File: src/core/jtag_cfg_pkg.sv
// Constants, types and timing for the serial configuration port
//////////////////////////////////////////////////////////////////////
package jtag_cfg_pkg;

   localparam int IR_W   = 5;
   localparam int ID_W   = 32;
   localparam int USER_W = 96;
   localparam int CNT_W  = 32;

   typedef logic [IR_W-1:0] instr_t;

   localparam instr_t EXTERNAL_TEST           = 5'h00;
   localparam instr_t SELECT_USER_CONFIG_PATH = 5'h01;
   localparam instr_t ERASE_CONFIG_A          = 5'h02;
   localparam instr_t ERASE_CONFIG_B          = 5'h03;
   localparam instr_t VERIFY_CONFIG_A         = 5'h04;
   localparam instr_t VERIFY_CONFIG_B         = 5'h05;
   localparam instr_t PROGRAM_CONFIG_A        = 5'h06;
   localparam instr_t PROGRAM_CONFIG_B        = 5'h07;
   localparam instr_t START_AUTO_CALIBRATION  = 5'h0C;
   localparam instr_t READ_IDENTIFICATION     = 5'h0D;
   localparam instr_t SAMPLE_PRELOAD          = 5'h1E;
   localparam instr_t BYPASS                  = 5'h1F;

   // Arbitrary identification word
   localparam logic [ID_W-1:0] ID_VALUE = 32'h0F0F_0F01;

   // Bit positions inside configuration A
   localparam int CFG_SELECT_BIT = 95;
   localparam int SECURITY_BIT   = 94;
   // Capacitor bits, the only ones configuration B stores
   localparam logic [USER_W-1:0] CONFIG_B_MASK = 96'h0000_0000_FFFF_FFFF_FFFF_FFFF;

   // Timing
   localparam int CLK_MHZ      = 250;
   localparam int PROG_TIME_MS = 100;
   localparam int CAL_TIME_MS  = 100;
   localparam int PROG_CYCLES  = PROG_TIME_MS * 1000 * CLK_MHZ;
   localparam int CAL_CYCLES   = CAL_TIME_MS * 1000 * CLK_MHZ;

   typedef enum logic [3:0] {
      TAP_RESET      = 4'h0,
      TAP_RUN_IDLE   = 4'h1,
      TAP_SEL_DR     = 4'h2,
      TAP_CAPTURE_DR = 4'h3,
      TAP_SHIFT_DR   = 4'h4,
      TAP_EXIT1_DR   = 4'h5,
      TAP_PAUSE_DR   = 4'h6,
      TAP_EXIT2_DR   = 4'h7,
      TAP_UPDATE_DR  = 4'h8,
      TAP_SEL_IR     = 4'h9,
      TAP_CAPTURE_IR = 4'hA,
      TAP_SHIFT_IR   = 4'hB,
      TAP_EXIT1_IR   = 4'hC,
      TAP_PAUSE_IR   = 4'hD,
      TAP_EXIT2_IR   = 4'hE,
      TAP_UPDATE_IR  = 4'hF
   } tap_state_t;

   typedef enum logic [2:0] {
      NV_NONE      = 3'h0,
      NV_PROGRAM_A = 3'h1,
      NV_PROGRAM_B = 3'h2,
      NV_ERASE_A   = 3'h3,
      NV_ERASE_B   = 3'h4
   } nv_op_t;

endpackage

File: src/core/tap_if.sv
// Interface between the port core and its controller state machine
`timescale 1ns/1ps
`default_nettype none
interface tap_if;
   logic                    tck_rise;
   logic                    tms;
   jtag_cfg_pkg::tap_state_t state;

   modport fsm  (input tck_rise, input tms, output state);
   modport core (output tck_rise, output tms, input state);
endinterface
`default_nettype wire

File: src/core/tap_fsm.sv
// Test access port controller state machine
`timescale 1ns/1ps
`default_nettype none
module tap_fsm (
   input wire logic clk,
   input wire logic srst,
   tap_if.fsm       port
);
   jtag_cfg_pkg::tap_state_t state_r;
   jtag_cfg_pkg::tap_state_t state_nxt;

   assign port.state = state_r;

   always_comb begin
      state_nxt = state_r;
      unique case (state_r)
         jtag_cfg_pkg::TAP_RESET:      state_nxt = port.tms ? jtag_cfg_pkg::TAP_RESET : jtag_cfg_pkg::TAP_RUN_IDLE;
         jtag_cfg_pkg::TAP_RUN_IDLE:   state_nxt = port.tms ? jtag_cfg_pkg::TAP_SEL_DR : jtag_cfg_pkg::TAP_RUN_IDLE;
         jtag_cfg_pkg::TAP_SEL_DR:     state_nxt = port.tms ? jtag_cfg_pkg::TAP_SEL_IR : jtag_cfg_pkg::TAP_CAPTURE_DR;
         jtag_cfg_pkg::TAP_CAPTURE_DR: state_nxt = port.tms ? jtag_cfg_pkg::TAP_EXIT1_DR : jtag_cfg_pkg::TAP_SHIFT_DR;
         jtag_cfg_pkg::TAP_SHIFT_DR:   state_nxt = port.tms ? jtag_cfg_pkg::TAP_EXIT1_DR : jtag_cfg_pkg::TAP_SHIFT_DR;
         jtag_cfg_pkg::TAP_EXIT1_DR:   state_nxt = port.tms ? jtag_cfg_pkg::TAP_UPDATE_DR : jtag_cfg_pkg::TAP_PAUSE_DR;
         jtag_cfg_pkg::TAP_PAUSE_DR:   state_nxt = port.tms ? jtag_cfg_pkg::TAP_EXIT2_DR : jtag_cfg_pkg::TAP_PAUSE_DR;
         jtag_cfg_pkg::TAP_EXIT2_DR:   state_nxt = port.tms ? jtag_cfg_pkg::TAP_UPDATE_DR : jtag_cfg_pkg::TAP_SHIFT_DR;
         jtag_cfg_pkg::TAP_UPDATE_DR:  state_nxt = port.tms ? jtag_cfg_pkg::TAP_SEL_DR : jtag_cfg_pkg::TAP_RUN_IDLE;
         jtag_cfg_pkg::TAP_SEL_IR:     state_nxt = port.tms ? jtag_cfg_pkg::TAP_RESET : jtag_cfg_pkg::TAP_CAPTURE_IR;
         jtag_cfg_pkg::TAP_CAPTURE_IR: state_nxt = port.tms ? jtag_cfg_pkg::TAP_EXIT1_IR : jtag_cfg_pkg::TAP_SHIFT_IR;
         jtag_cfg_pkg::TAP_SHIFT_IR:   state_nxt = port.tms ? jtag_cfg_pkg::TAP_EXIT1_IR : jtag_cfg_pkg::TAP_SHIFT_IR;
         jtag_cfg_pkg::TAP_EXIT1_IR:   state_nxt = port.tms ? jtag_cfg_pkg::TAP_UPDATE_IR : jtag_cfg_pkg::TAP_PAUSE_IR;
         jtag_cfg_pkg::TAP_PAUSE_IR:   state_nxt = port.tms ? jtag_cfg_pkg::TAP_EXIT2_IR : jtag_cfg_pkg::TAP_PAUSE_IR;
         jtag_cfg_pkg::TAP_EXIT2_IR:   state_nxt = port.tms ? jtag_cfg_pkg::TAP_UPDATE_IR : jtag_cfg_pkg::TAP_SHIFT_IR;
         jtag_cfg_pkg::TAP_UPDATE_IR:  state_nxt = port.tms ? jtag_cfg_pkg::TAP_SEL_DR : jtag_cfg_pkg::TAP_RUN_IDLE;
      endcase
   end

   // State advances only on a test clock rise
   always_ff @(posedge clk) begin
      if (srst) begin
         state_r <= jtag_cfg_pkg::TAP_RESET;
      end else if (port.tck_rise) begin
         state_r <= state_nxt;
      end
   end
endmodule
`default_nettype wire

File: src/core/jtag_config_instruction_unit.sv
// Instruction decode and execution of the serial configuration port
`timescale 1ns/1ps
`default_nettype none
module jtag_config_instruction_unit #(
   parameter int unsigned PROG_CYCLES = jtag_cfg_pkg::PROG_CYCLES,
   parameter int unsigned CAL_CYCLES  = jtag_cfg_pkg::CAL_CYCLES
) (
   input  wire logic                            clk,
   input  wire logic                            srst,
   input  wire logic                            tck,
   input  wire logic                            tms,
   input  wire logic                            tdi,
   output logic                                 tdo,
   output logic                                 tdo_oe,
   output logic [jtag_cfg_pkg::USER_W-1:0]      config_a,
   output logic [jtag_cfg_pkg::USER_W-1:0]      config_b,
   output logic [jtag_cfg_pkg::IR_W-1:0]        active_instruction,
   output logic                                 outputs_at_reference,
   output logic                                 inputs_disconnected,
   output logic                                 operation_interrupted,
   output logic                                 calibrating
);
   localparam int UW = jtag_cfg_pkg::USER_W;
   localparam int IW = jtag_cfg_pkg::IR_W;
   localparam int DW = jtag_cfg_pkg::ID_W;
   localparam int CW = jtag_cfg_pkg::CNT_W;

   //////////////////////////////////////////////////////////////////
   // Pin synchronisers and test clock edges
   logic [2:0] pin_meta_r;
   logic [2:0] pin_sync_r;
   logic       tck_prev_r;
   logic       tck_rise;
   logic       tck_fall;
   logic       tms_s;
   logic       tdi_s;

   always_ff @(posedge clk) begin
      if (srst) begin
         pin_meta_r <= 3'h0;
         pin_sync_r <= 3'h0;
         tck_prev_r <= 1'b0;
      end else begin
         pin_meta_r <= {tck, tms, tdi};
         pin_sync_r <= pin_meta_r;
         tck_prev_r <= pin_sync_r[2];
      end
   end

   assign tck_rise = pin_sync_r[2] & ~tck_prev_r;
   assign tck_fall = ~pin_sync_r[2] & tck_prev_r;
   assign tms_s    = pin_sync_r[1];
   assign tdi_s    = pin_sync_r[0];

   //////////////////////////////////////////////////////////////////
   // Controller
   tap_if tap ();
   assign tap.tck_rise = tck_rise;
   assign tap.tms      = tms_s;

   tap_fsm u_fsm (
      .clk  (clk),
      .srst (srst),
      .port (tap.fsm)
   );

   jtag_cfg_pkg::tap_state_t state;
   jtag_cfg_pkg::tap_state_t state_prev_r;
   assign state = tap.state;

   wire in_tlr = (state == jtag_cfg_pkg::TAP_RESET);
   wire in_rti = (state == jtag_cfg_pkg::TAP_RUN_IDLE);
   wire cap_ir = tck_rise & (state == jtag_cfg_pkg::TAP_CAPTURE_IR);
   wire sh_ir  = (state == jtag_cfg_pkg::TAP_SHIFT_IR);
   wire upd_ir = tck_rise & (state == jtag_cfg_pkg::TAP_UPDATE_IR);
   wire cap_dr = tck_rise & (state == jtag_cfg_pkg::TAP_CAPTURE_DR);
   wire sh_dr  = (state == jtag_cfg_pkg::TAP_SHIFT_DR);
   wire rti_entry = in_rti & (state_prev_r != jtag_cfg_pkg::TAP_RUN_IDLE);

   always_ff @(posedge clk) begin
      if (srst) begin
         state_prev_r <= jtag_cfg_pkg::TAP_RESET;
      end else begin
         state_prev_r <= state;
      end
   end

   //////////////////////////////////////////////////////////////////
   // Instruction register
   logic [IW-1:0] ir_sh_r;
   logic [IW-1:0] ir_r;

   always_ff @(posedge clk) begin
      if (srst) begin
         ir_sh_r <= jtag_cfg_pkg::READ_IDENTIFICATION;
      end else if (cap_ir) begin
         ir_sh_r <= jtag_cfg_pkg::READ_IDENTIFICATION;
      end else if (tck_rise & sh_ir) begin
         ir_sh_r <= {tdi_s, ir_sh_r[IW-1:1]};
      end
   end

   always_ff @(posedge clk) begin
      if (srst | in_tlr) begin
         ir_r <= jtag_cfg_pkg::READ_IDENTIFICATION;
      end else if (upd_ir) begin
         ir_r <= ir_sh_r;
      end
   end

   assign active_instruction = ir_r;

   // Path selection; every other code takes the bypass bit
   wire sel_id   = (ir_r == jtag_cfg_pkg::READ_IDENTIFICATION);
   wire sel_user = (ir_r == jtag_cfg_pkg::SELECT_USER_CONFIG_PATH);
   wire sel_byp  = ~sel_id & ~sel_user;

   //////////////////////////////////////////////////////////////////
   // Data registers
   logic          byp_r;
   logic [DW-1:0] id_sh_r;
   logic [UW-1:0] user_r;
   logic [UW-1:0] cfg_a_r;
   logic [UW-1:0] cfg_b_r;

   always_ff @(posedge clk) begin
      if (srst) begin
         byp_r <= 1'b0;
      end else if (cap_dr & sel_byp) begin
         byp_r <= 1'b0;
      end else if (tck_rise & sh_dr & sel_byp) begin
         byp_r <= tdi_s;
      end
   end

   always_ff @(posedge clk) begin
      if (srst) begin
         id_sh_r <= jtag_cfg_pkg::ID_VALUE;
      end else if (cap_dr & sel_id) begin
         id_sh_r <= jtag_cfg_pkg::ID_VALUE;
      end else if (tck_rise & sh_dr & sel_id) begin
         id_sh_r <= {tdi_s, id_sh_r[DW-1:1]};
      end
   end

   // Verify read-back; a locked part returns zeros, and verify A also returns zeros when B is selected
   wire is_ver_a   = (ir_r == jtag_cfg_pkg::VERIFY_CONFIG_A);
   wire is_ver_b   = (ir_r == jtag_cfg_pkg::VERIFY_CONFIG_B);
   wire ver_load   = rti_entry & (is_ver_a | is_ver_b);
   wire locked     = cfg_a_r[jtag_cfg_pkg::SECURITY_BIT];
   wire ver_a_ok   = ~cfg_a_r[jtag_cfg_pkg::CFG_SELECT_BIT] & ~locked;
   wire [UW-1:0] ver_a_data = ver_a_ok ? cfg_a_r : '0;
   wire [UW-1:0] ver_b_data = locked ? '0 : cfg_b_r;
   wire [UW-1:0] ver_data   = is_ver_a ? ver_a_data : ver_b_data;

   always_ff @(posedge clk) begin
      if (srst) begin
         user_r <= '0;
      end else if (ver_load) begin
         user_r <= ver_data;
      end else if (tck_rise & sh_dr & sel_user) begin
         user_r <= {tdi_s, user_r[UW-1:1]};
      end
   end

   //////////////////////////////////////////////////////////////////
   // Serial output, changed on the falling test clock edge
   logic tdo_r;
   logic tdo_oe_r;
   wire  dr_bit  = sel_id ? id_sh_r[0] : (sel_user ? user_r[0] : byp_r);
   wire  tdo_bit = sh_ir ? ir_sh_r[0] : dr_bit;

   always_ff @(posedge clk) begin
      if (srst) begin
         tdo_r    <= 1'b0;
         tdo_oe_r <= 1'b0;
      end else if (tck_fall) begin
         tdo_r    <= tdo_bit;
         tdo_oe_r <= sh_ir | sh_dr;
      end
   end

   assign tdo    = tdo_r;
   assign tdo_oe = tdo_oe_r;

   //////////////////////////////////////////////////////////////////
   // Non-volatile program and erase
   jtag_cfg_pkg::nv_op_t nv_req;
   jtag_cfg_pkg::nv_op_t nv_op_r;
   logic [CW-1:0]        nv_cnt_r;

   assign nv_req = (ir_r == jtag_cfg_pkg::PROGRAM_CONFIG_A) ? jtag_cfg_pkg::NV_PROGRAM_A :
                   (ir_r == jtag_cfg_pkg::PROGRAM_CONFIG_B) ? jtag_cfg_pkg::NV_PROGRAM_B :
                   (ir_r == jtag_cfg_pkg::ERASE_CONFIG_A)   ? jtag_cfg_pkg::NV_ERASE_A :
                   (ir_r == jtag_cfg_pkg::ERASE_CONFIG_B)   ? jtag_cfg_pkg::NV_ERASE_B :
                                                              jtag_cfg_pkg::NV_NONE;

   wire nv_busy  = (nv_op_r != jtag_cfg_pkg::NV_NONE);
   wire nv_done  = nv_busy & in_rti & (nv_cnt_r == CW'(PROG_CYCLES - 1));
   wire is_erase = (nv_op_r == jtag_cfg_pkg::NV_ERASE_A) | (nv_op_r == jtag_cfg_pkg::NV_ERASE_B);

   always_ff @(posedge clk) begin
      if (srst) begin
         nv_op_r  <= jtag_cfg_pkg::NV_NONE;
         nv_cnt_r <= '0;
      end else if (rti_entry & (nv_req != jtag_cfg_pkg::NV_NONE)) begin
         nv_op_r  <= nv_req;
         nv_cnt_r <= '0;
      end else if (nv_busy & (~in_rti | nv_done)) begin
         nv_op_r  <= jtag_cfg_pkg::NV_NONE;
      end else if (nv_busy) begin
         nv_cnt_r <= nv_cnt_r + 1'b1;
      end
   end

   always_ff @(posedge clk) begin
      if (srst) begin
         cfg_a_r <= '0;
         cfg_b_r <= '0;
      end else if (nv_done) begin
         unique case (nv_op_r)
            jtag_cfg_pkg::NV_PROGRAM_A: cfg_a_r <= cfg_a_r | user_r;
            jtag_cfg_pkg::NV_PROGRAM_B: cfg_b_r <= cfg_b_r | (user_r & jtag_cfg_pkg::CONFIG_B_MASK);
            jtag_cfg_pkg::NV_ERASE_A:   cfg_a_r <= '0;
            jtag_cfg_pkg::NV_ERASE_B:   cfg_b_r <= '0;
            default:                    cfg_a_r <= cfg_a_r;
         endcase
      end
   end

   assign config_a = cfg_a_r;
   assign config_b = cfg_b_r;

   //////////////////////////////////////////////////////////////////
   // Auto-calibration, free of the port once started
   logic          cal_busy_r;
   logic [CW-1:0] cal_cnt_r;
   wire cal_start = rti_entry & (ir_r == jtag_cfg_pkg::START_AUTO_CALIBRATION) & ~cal_busy_r;

   always_ff @(posedge clk) begin
      if (srst) begin
         cal_busy_r <= 1'b0;
         cal_cnt_r  <= '0;
      end else if (cal_start) begin
         cal_busy_r <= 1'b1;
         cal_cnt_r  <= '0;
      end else if (cal_busy_r) begin
         cal_busy_r <= (cal_cnt_r != CW'(CAL_CYCLES - 1));
         cal_cnt_r  <= cal_cnt_r + 1'b1;
      end
   end

   assign calibrating           = cal_busy_r;
   assign outputs_at_reference  = cal_busy_r | is_erase;
   assign inputs_disconnected   = is_erase;
   assign operation_interrupted = nv_busy;
endmodule
`default_nettype wire

File: config.mk
export PLATFORM = sky130hd
export DESIGN_NAME = jtag_config_instruction_unit
export DESIGN_NICKNAME = d
export VERILOG_FILES = /design/src/core/jtag_cfg_pkg.sv /design/src/core/tap_if.sv /design/src/core/tap_fsm.sv /design/src/core/jtag_config_instruction_unit.sv
export SDC_FILE = /design/constraint.sdc
export NUM_CORES = 1
export LEC_CHECK = 0
export ABC_CLOCK_PERIOD_IN_PS = 5400
export BUFFER_PORTS_ARGS = -buffer_cell sky130_fd_sc_hd__buf_2
export CORE_MARGIN = 4
export CORE_UTILIZATION = 62
export CTS_CLUSTER_SIZE = 16
export DETAILED_ROUTE_END_ITERATION = 12
export PLACE_DENSITY = 0.82
export SLEW_MARGIN = 20
export SYNTH_ARGS = -nofsm -noshare
export SYNTH_HDL_FRONTEND = slang
export SYNTH_SLANG_ARGS = --single-unit
File: constraint.sdc
create_clock -name clk -period 5.4 [get_ports clk]
set_input_delay 0.81 -clock clk [delete_from_list [all_inputs] [get_ports clk]]
set_output_delay 0.81 -clock clk [all_outputs]
set_load 0.01 [all_outputs]
; After elaboration in Yosys (flattened, before gate mapping)
; Index checks and enable logic that the tools add are counted.
[totals]
reg_bits = 416
in_bits = 5
output_inout_bits = 203
word_cells = 139
[classes]
add_sub_neg = 2
eq_ne = 31
n_mux = 31
bitwise = 39
reduce_logical = 18
[op_table]
columns = operator, n
row1 = $mux 96, 5
row2 = $pmux 96 s2, 2
row3 = $or 96x64->96, 1
row4 = $or 96x96->96, 1
row5 = $add 32x1->32 const B, 2
row6 = $pmux 4 s12, 1
row7 = $eq 32x25->1 const B, 1
row8 = $eq 4x4->1 const B, 8
row9 = $ne 32x25->1 const B, 1
row10 = $mux 3, 8
row11 = $and 1x1->1, 22
row12 = $eq 5x3->1 const B, 4
row13 = $eq 4x3->1 const B, 4
row14 = $mux 4, 4
row15 = $reduce_or 2->1, 7
row16 = $eq 5x2->1 const B, 2
row17 = $eq 5x4->1 const B, 2
row18 = $not 1->1, 9
row19 = $eq 4x2->1 const B, 2
row20 = $mux 1, 8
row21 = $reduce_bool 2->1, 4
row22 = $eq 3x2->1 const B, 2
row23 = $mux 2, 3
row24 = $or 1x1->1, 6
row25 = other kinds (9), 12

; Depth between registers and ports, before layout
; Gate-level depths: netlist of run 1.
[logic_depth]
depth_word = 8
mapped_depth = 9
mapped_depth_nobuf = 6

; By module
; A second synthesis of run 1 with hierarchy kept.
[hier_totals]
hier_cells = 1760
hier_area_um2 = 15378.5
[modules_own_cells]
columns = module, instances, cells_per_inst, area_each_um2, seq_area_each_um2
row1 = jtag_config_instruction_unit, 1, 1717, 15018.2, 7607.3
row2 = tap_fsm, 1, 43, 360.3, 80.1

; Worst setup path before layout of run 1
; OpenSTA, ideal clock, no wires.
[synth_timing]
kind = register -> register
startpoint = register u_fsm.state_r[3] (netlist: u_fsm.port.state[3])
endpoint = register cfg_b_r[10] (netlist: config_b[10])
setup_ns = 0.114
arrival_ns = 2.295
required_ns = 5.286
setup_slack_ns = 2.992
path_stages_with_launch = 10
path_buffers = 4
synth_period_minus_slack_ns = 2.408
path_cell_list = dfxtp_1 -> buf_4 -> nor4b_4 -> nand4_1 -> or4_1 -> buf_2 -> o21bai_1 -> buf_2 -> buf_4 -> nor2_1
[synth_via]
elab_chain_len = 4
[synth_lines]
columns = element, line
row1 = "start, declared", tap_fsm.sv:9  ; jtag_cfg_pkg::tap_state_t state_r;
row2 = "start signal, assigned", tap_fsm.sv:39  ; state_r <= jtag_cfg_pkg::TAP_RESET;
row3 = "start signal, assigned", tap_fsm.sv:41  ; state_r <= state_nxt;
row4 = $eq 4x1->1, jtag_config_instruction_unit.sv:72  ; wire in_rti = (state == jtag_cfg_pkg::TAP_RUN_IDLE);
row5 = $and 1x1->1 (2 in a row), jtag_config_instruction_unit.sv:199  ; wire nv_done = nv_busy & in_rti & (nv_cnt_r == CW'(PROG_CYCLES - 1));
row6 = $reduce_and 2->1 (no source line), --
row7 = "end signal, assigned", jtag_config_instruction_unit.sv:223  ; jtag_cfg_pkg::NV_PROGRAM_B: cfg_b_r <= cfg_b_r | (user_r & jtag_cfg_pkg::CONFIG_B_MASK);
row8 = "end, declared", jtag_config_instruction_unit.sv:124  ; logic [UW-1:0] cfg_b_r;
; Every way passes these cells.
; A chain may end at the register's enable or synchronous reset.

; Worst setup path in the final report of run 1
[layout_timing]
startpoint = register u_fsm.state_r[0] (netlist: u_fsm.port.state[0])
endpoint = register cfg_a_r[66] (netlist: config_a[66])
[layout_via]
elab_chain_len = 4
[layout_lines]
columns = element, line
row1 = $eq 4x1->1, jtag_config_instruction_unit.sv:72
row2 = $and 1x1->1 (2 in a row), jtag_config_instruction_unit.sv:199
row3 = $reduce_and 2->1 (no source line), --
row4 = "end signal, assigned", jtag_config_instruction_unit.sv:222  ; jtag_cfg_pkg::NV_PROGRAM_A: cfg_a_r <= cfg_a_r | user_r;
row5 = "end signal, assigned", jtag_config_instruction_unit.sv:226  ; default: cfg_a_r <= cfg_a_r;
row6 = "end, declared", jtag_config_instruction_unit.sv:123  ; logic [UW-1:0] cfg_a_r;
; Every way passes these cells.

==> run_results.csv, run 1 <==
group,metric,value,unit
setup_path,start_kind,"register",
setup_path,rr_endpoint,"config_a[66]",
clock_tree,clk_latency,520,ps
synthesis,syn_inst,1816,
die,num_rows,57,
layout,finish.utilization,71.77,%
timing,tns,0,ps
timing,hold_slack,443.3,ps
pwr,ir_drop,0.2793,mV
routing,dr.pass1.iters,10,
timing,fin_crit,3840,ps
timing,rsz0062_at_grt,"false",
hold_path,min_delay_worst_endpoint,"pin_sync_r[0]",
clock_tree,cts_resized,0,
die,floorplan.initialDensity,63.71,%
setup_path,arrival,4240,ps
placement,post-place-cells,2178,
timing,hold_viol_final,0,
timing,finalSetupViolCount,0,
layout,final_area,17610,um2
layout,syn2layout_area_growth,12.64,%
clock_tree,cts_hold_buf,0,
clock_tree,cts_buffers,39,
setup_path,crit_required,5800,ps
synthesis,seq_area_frac_synth,49.18,%
routing,ant_nets,0,
clock_tree,htree_levels,2,
synthesis,synthesis.area,15630,um2
routing,drc,0,
synthesis,synth_top_cells_by_count,"dfxtp_1 (384), nor2_1 (245), a21oi_1 (215)",
layout,layout-drive-gt1-share,14.33,%
hold_path,worstHoldPathCells,1,
synthesis,synth.largest_area_cell,"dfxtp_1",
pwr,power.density,321.5,nW/um2
synthesis,synth_top_cell_area_share,49.18,%
setup_path,reg2reg_depth,6,
grt,grt_usage,27.84,%
run,drv_cap,0,
clock_tree,postCtsSetupRepairBufs,0,
setup_path,crit_fanout,61,
clock_tree,cts_tree,"yes",
synthesis,synth.area.top_cells,"dfxtp_1 (49%), a21oi_1 (6.9%), nor2_1 (5.9%), nand2_1 (4.4%), a222oi_1 (3.8%)",
grt,grt_pass1_wl,66.88,mm
grt,grt_max_degree,148,
placement,placed_area,16310,um2
placement,place_congestion,0.8506,
die,dieArea,27820,um2
layout,finalNonFillerCells,2243,
die,ioPinCount,208,
grt,grt_pass1_vias,13517,
timing,finalCritPeriodShare,71.11,%
pwr,p_leak,6.455,nW
hold_path,hp-class,"register to register",
clock_tree,cts.sinks,384,
routing,finalWirelength,40.47,mm
setup_path,end_kind,"register",
timing,fin_worst_skew,11.72,ps
grt,antenna_found_initial,1,
clock_tree,cts.clk_slew.worst_paths,60,ps
timing,tightest_slew,1099,ps
synthesis,yosys_warnings,0,
clock_tree,clock-root-buffer,"clkbuf_16",
routing,wire_per_inst,18.04,um
timing,slew_headroom,26.76,%
synthesis,avgSynthCellArea,8.608,um2
timing,finalMaxSlewViolations,0,
placement,numPortBuffers,175,
placement,dpl.hpwl,23.80,mm
die,core_area,24530,um2
routing,num_vias,13986,
synthesis,synth-edff-count,0,
synthesis,yosysMostFrequentCell,"dfxtp_1",
hold_path,min_from,"pin_meta_r[0]",
synthesis,synth-seq-cells,384,
layout,finalNetCount,1902,
routing,drt_iter0_markers,1748,
outcome,status,"complete, no violations",
grt,grt_overflow,0,
synthesis,synth.distinct_cells,57,
setup_path,ff2ff_setup_slack,1560,ps
layout,antenna_cells,0,
die,die_height,166.8,um
synthesis,synth_ff_type,"dfxtp_1",
clock_tree,cts_max_path_buffers,3,
routing,vias_per_cell,6.235,
setup_path,crit_type,"register to register",
setup_path,rr_startpoint,"u_fsm.port.state[0]",
synthesis,synthArstFlopShare,0,%
timing,max_freq,0.2604,GHz
die,fp.dieW,166.8,um
-- power breakdown --
group / switching (W) / internal (W) / total (W) / leakage [nW]
Sequential: 0.00000398 / 0.00284 / 0.00284 / 3.09
Combinational: 0.0000694 / 0.0000132 / 0.0000826 / 2.71
Clock: 0.00109 / 0.00165 / 0.00274 / 0.649
Total: 0.00116 / 0.00450 / 0.00566 / 6.46
-- critical path: stages (launching register included) --
cell and delay (ps):
dfxtp_1 590, nor4b_4 540, nand4_1 340, or4_1 840, o21bai_4 880, buf_12 370, nor2_1 100
-- cells by family after synthesis --
kind of cell	after synthesis	share of synthesized area, %
mux	24	1.545
fa+ha+maj	2	0.1601
buf+inv	208	6.468
other cells	1	0.02399
compound gates	450	18.35
xor+xnor	34	1.905
flops	384	49.18
simple gates	713	22.36
-- layer usage --
layer	track usage (%)	up-vias	wire, um
met2	45.06	646	18980
li1	-	6610	-
met4	11.53	2	1257
met3	7.277	101	3709
met1	35.62	6627	16510
met5	0	-	13
-- sequential cells by signal, summed over array words and instances (netlist names), 3 cells and up --
name                flops
nv_op_r                 3
config_b               64
pin_meta_r              3
active_instruction      5
u_fsm.port.state        4
config_a               96
id_sh_r                32
cal_cnt_r              32
ir_sh_r                 5
nv_cnt_r               32
pin_sync_r              3
user_r                 96
state_prev_r            4
-- per-stage QoR --
step	total power [W]	setup WS (ps)
detailed placement	0.002985	1649
finish	0.005661	1560
global placement	0.002983	1771
CTS	0.005687	1615
floorplan	0.002987	2992
global route	0.005824	1339
-- cells in the final DEF (no fill, tap or decap), drive strengths merged, types with 3 or more instances in the layout --
master / count
a211oi: 3
a21o: 4
a21oi: 215
a222oi: 60
a22oi: 8
a31oi: 96
and2: 6
and3: 8
and4: 10
buf: 190
bufinv: 5
clkbuf: 49
clkinv: 10
conb: 32
dfxtp: 384
inv: 26
mux2i: 23
nand2: 183
nand2b: 6
nand3: 41
nand3b: 4
nand4: 24
nor2: 245
nor2b: 18
nor3: 34
nor3b: 69
nor4: 22
o211ai: 6
o21a: 5
o21ai: 16
o21bai: 4
o2bb2ai: 9
o31ai: 11
or2: 6
or3: 11
or4: 18
or4b: 4
xnor2: 23
xor2: 11
-- final cells by class --
| type | instances | area, um2 |
|---|---|---|
| clock inverters | 16 | 209.0 |
| fillers | 1900 | 6927 |
| flip-flops and latches | 384 | 7689 |
| repair buffers | 190 | 1016 |
| clock buffers | 49 | 1084 |
| well taps | 324 | 405.4 |
| multi-input cells | 1255 | 7111 |
| inverters | 25 | 93.84 |
-- how the worst max path moves through the flow --
stage | startpoint | end | slack (ps) | depth (start not counted)
finish | u_fsm.port.state[0] | config_a[66] | 1560 | 6
global route | u_fsm.port.state[0] | config_a[48] | 1340 | 6
CTS | u_fsm.port.state[0] | config_a[66] | 1620 | 6
detailed placement | u_fsm.port.state[0] | config_a[66] | 1650 | 6
global placement | u_fsm.port.state[0] | config_a[83] | 1770 | 6
floorplan | u_fsm.port.state[3] | config_b[10] | 2990 | 9
Note: power is estimated with default switching activity, not from simulation.
==> inputs of run 2 (changes only) <==
- ABC_CLOCK_PERIOD_IN_PS: 5400 -> 3300
- CORE_UTILIZATION: 62 -> 52
- PLACE_DENSITY: 0.82 -> 0.73
- clock period: 5.4 -> 3.3 ns (I/O delays scaled with it)
==> run 2 against run 1 <==
Routed wire length increased by 2.7%; clock-buffer cell count is 11 higher; sequential share of layout area shrank 0.90 points; critical path type unchanged; design area rose by 2.1%; fmax rose by 33%; critical path depth stayed put; worst setup slack got worse by 1100 ps; global-route usage shrank 3.8 points; total power is 65% higher.
==> run_results.csv, run 2 (same netlist as run 1, synthesis figures left out) <==
group,metric,value,unit
timing,tightest_slew,1035,ps
hold_path,hp-class,"primary input to register",
grt,grt_overflow,0,
routing,vias_per_cell,5.973,
timing,tns,0,ps
setup_path,crit_required,3700,ps
routing,ant_nets,0,
die,floorplan.initialDensity,52.74,%
clock_tree,cts.sinks,384,
die,core_area,29640,um2
pwr,p_leak,6.588,nW
die,ioPinCount,208,
layout,antenna_cells,0,
timing,finalSetupViolCount,0,
routing,wire_per_inst,17.81,um
pwr,ir_drop,0.3631,mV
layout,syn2layout_area_growth,15.02,%
run,drv_cap,0,
setup_path,start_kind,"register",
clock_tree,htree_levels,2,
clock_tree,cts.clk_slew.worst_paths,60,ps
layout,finalNetCount,1922,
setup_path,rr_startpoint,"nv_cnt_r[27]",
clock_tree,cts_buffers,40,
timing,slew_headroom,30.66,%
layout,layout-drive-gt1-share,14.91,%
pwr,power.density,518.6,nW/um2
clock_tree,cts_hold_buf,0,
placement,place_congestion,0.8417,
die,die_height,181.4,um
setup_path,crit_type,"register to register",
grt,antenna_found_initial,0,
setup_path,crit_fanout,80,
setup_path,cp_slowest_stage_delay,680,ps
grt,grt_pass1_vias,13240,
clock_tree,clock-root-buffer,"clkbuf_16",
placement,dpl.hpwl,24.94,mm
setup_path,arrival,3280,ps
grt,grt_max_degree,131,
clock_tree,cts_tree,"yes",
placement,numPortBuffers,175,
timing,max_freq,0.3469,GHz
setup_path,path_cells,"or4_1 > or3_1 > or4_1 > o21bai_4 > buf_12 > nor2_1",
timing,fin_worst_skew,18.39,ps
layout,final_cell_mix,"dfxtp_1 (383), nor2_1 (244), a21oi_1 (215)",
grt,grt_usage,24.06,%
routing,dr.pass1.iters,10,
layout,final_common_cell,"dfxtp_1",
setup_path,crit_start,"nv_cnt_r[27]",
setup_path,cp_common_cell,"or4_1",
routing,drt_iter0_markers,1443,
clock_tree,clk_latency,530,ps
clock_tree,cts_max_path_buffers,3,
die,dieArea,32900,um2
placement,post-place-ws,444.5,ps
routing,num_vias,13948,
outcome,status,"complete, no violations",
timing,finalCritPeriodShare,87.37,%
setup_path,cp_slowest_cell,"or4_1",
timing,rsz0062_at_grt,"false",
die,fp.dieW,181.4,um
timing,setup_ws,416.9,ps
timing,hold_viol_final,0,
pwr,p_total,0.009324,W
routing,drc,0,
setup_path,end_kind,"register",
routing,finalWirelength,41.58,mm
hold_path,min_from,"tms",
clock_tree,cts_resized,0,
die,num_rows,63,
setup_path,crit_buf_inv,1,
grt,grt_pass1_wl,67.83,mm
timing,finalMaxSlewViolations,0,
timing,fin_crit,2883,ps
clock_tree,postCtsSetupRepairBufs,0,
setup_path,crit_family,"simple AND/OR/NAND/NOR gates",
## run 2: through the flow
stage	hold WS, ps	std cells	area [um2]	utilization (%)
final	177.5	2335	17980	60.66
after CTS	165.6	2335	17980	60.66
after global placement	420.4	2263	16650	56.17
after detailed placement	428.4	2263	16650	56.17
after floorplan	413.8	1847	15750	-
after global routing	178.0	2335	17980	60.66
## run 2: metal layers
metal,track usage (%),vias to the layer above,wire [um]
li1,-,6684,-
met1,30.75,6676,17440
met5,0,-,0
met2,39.71,507,19370
met4,8.286,0,1239
met3,6.310,81,3538
## run 2: path summary, 6_finish.rpt
path | end | slack, ps | cells after the start
max reg2reg | config_a[90] | 420 | 6
min | pin_meta_r[1] | 180 | 2
max | config_a[90] | 420 | 6
min reg2reg | pin_sync_r[0] | 440 | 1
## run 2: area by class of cell
type                            instances  area, um2
Timing Repair Buffer                  209       1271
Clock inverter                         12      152.6
Sequential cell                       384       7689
Tap cell                              390      488.0
Multi-Input combinational cell       1255       7106
Inverter                               25      93.84
Fill cell                            2594      11660
Clock buffer                           60       1179
## run 2: power breakdown
part	internal [W]	switching (W)
Clock	0.00271	0.00182
Sequential	0.00464	0.00000403
Combinational	0.0000296	0.000119
Total	0.00738	0.00194
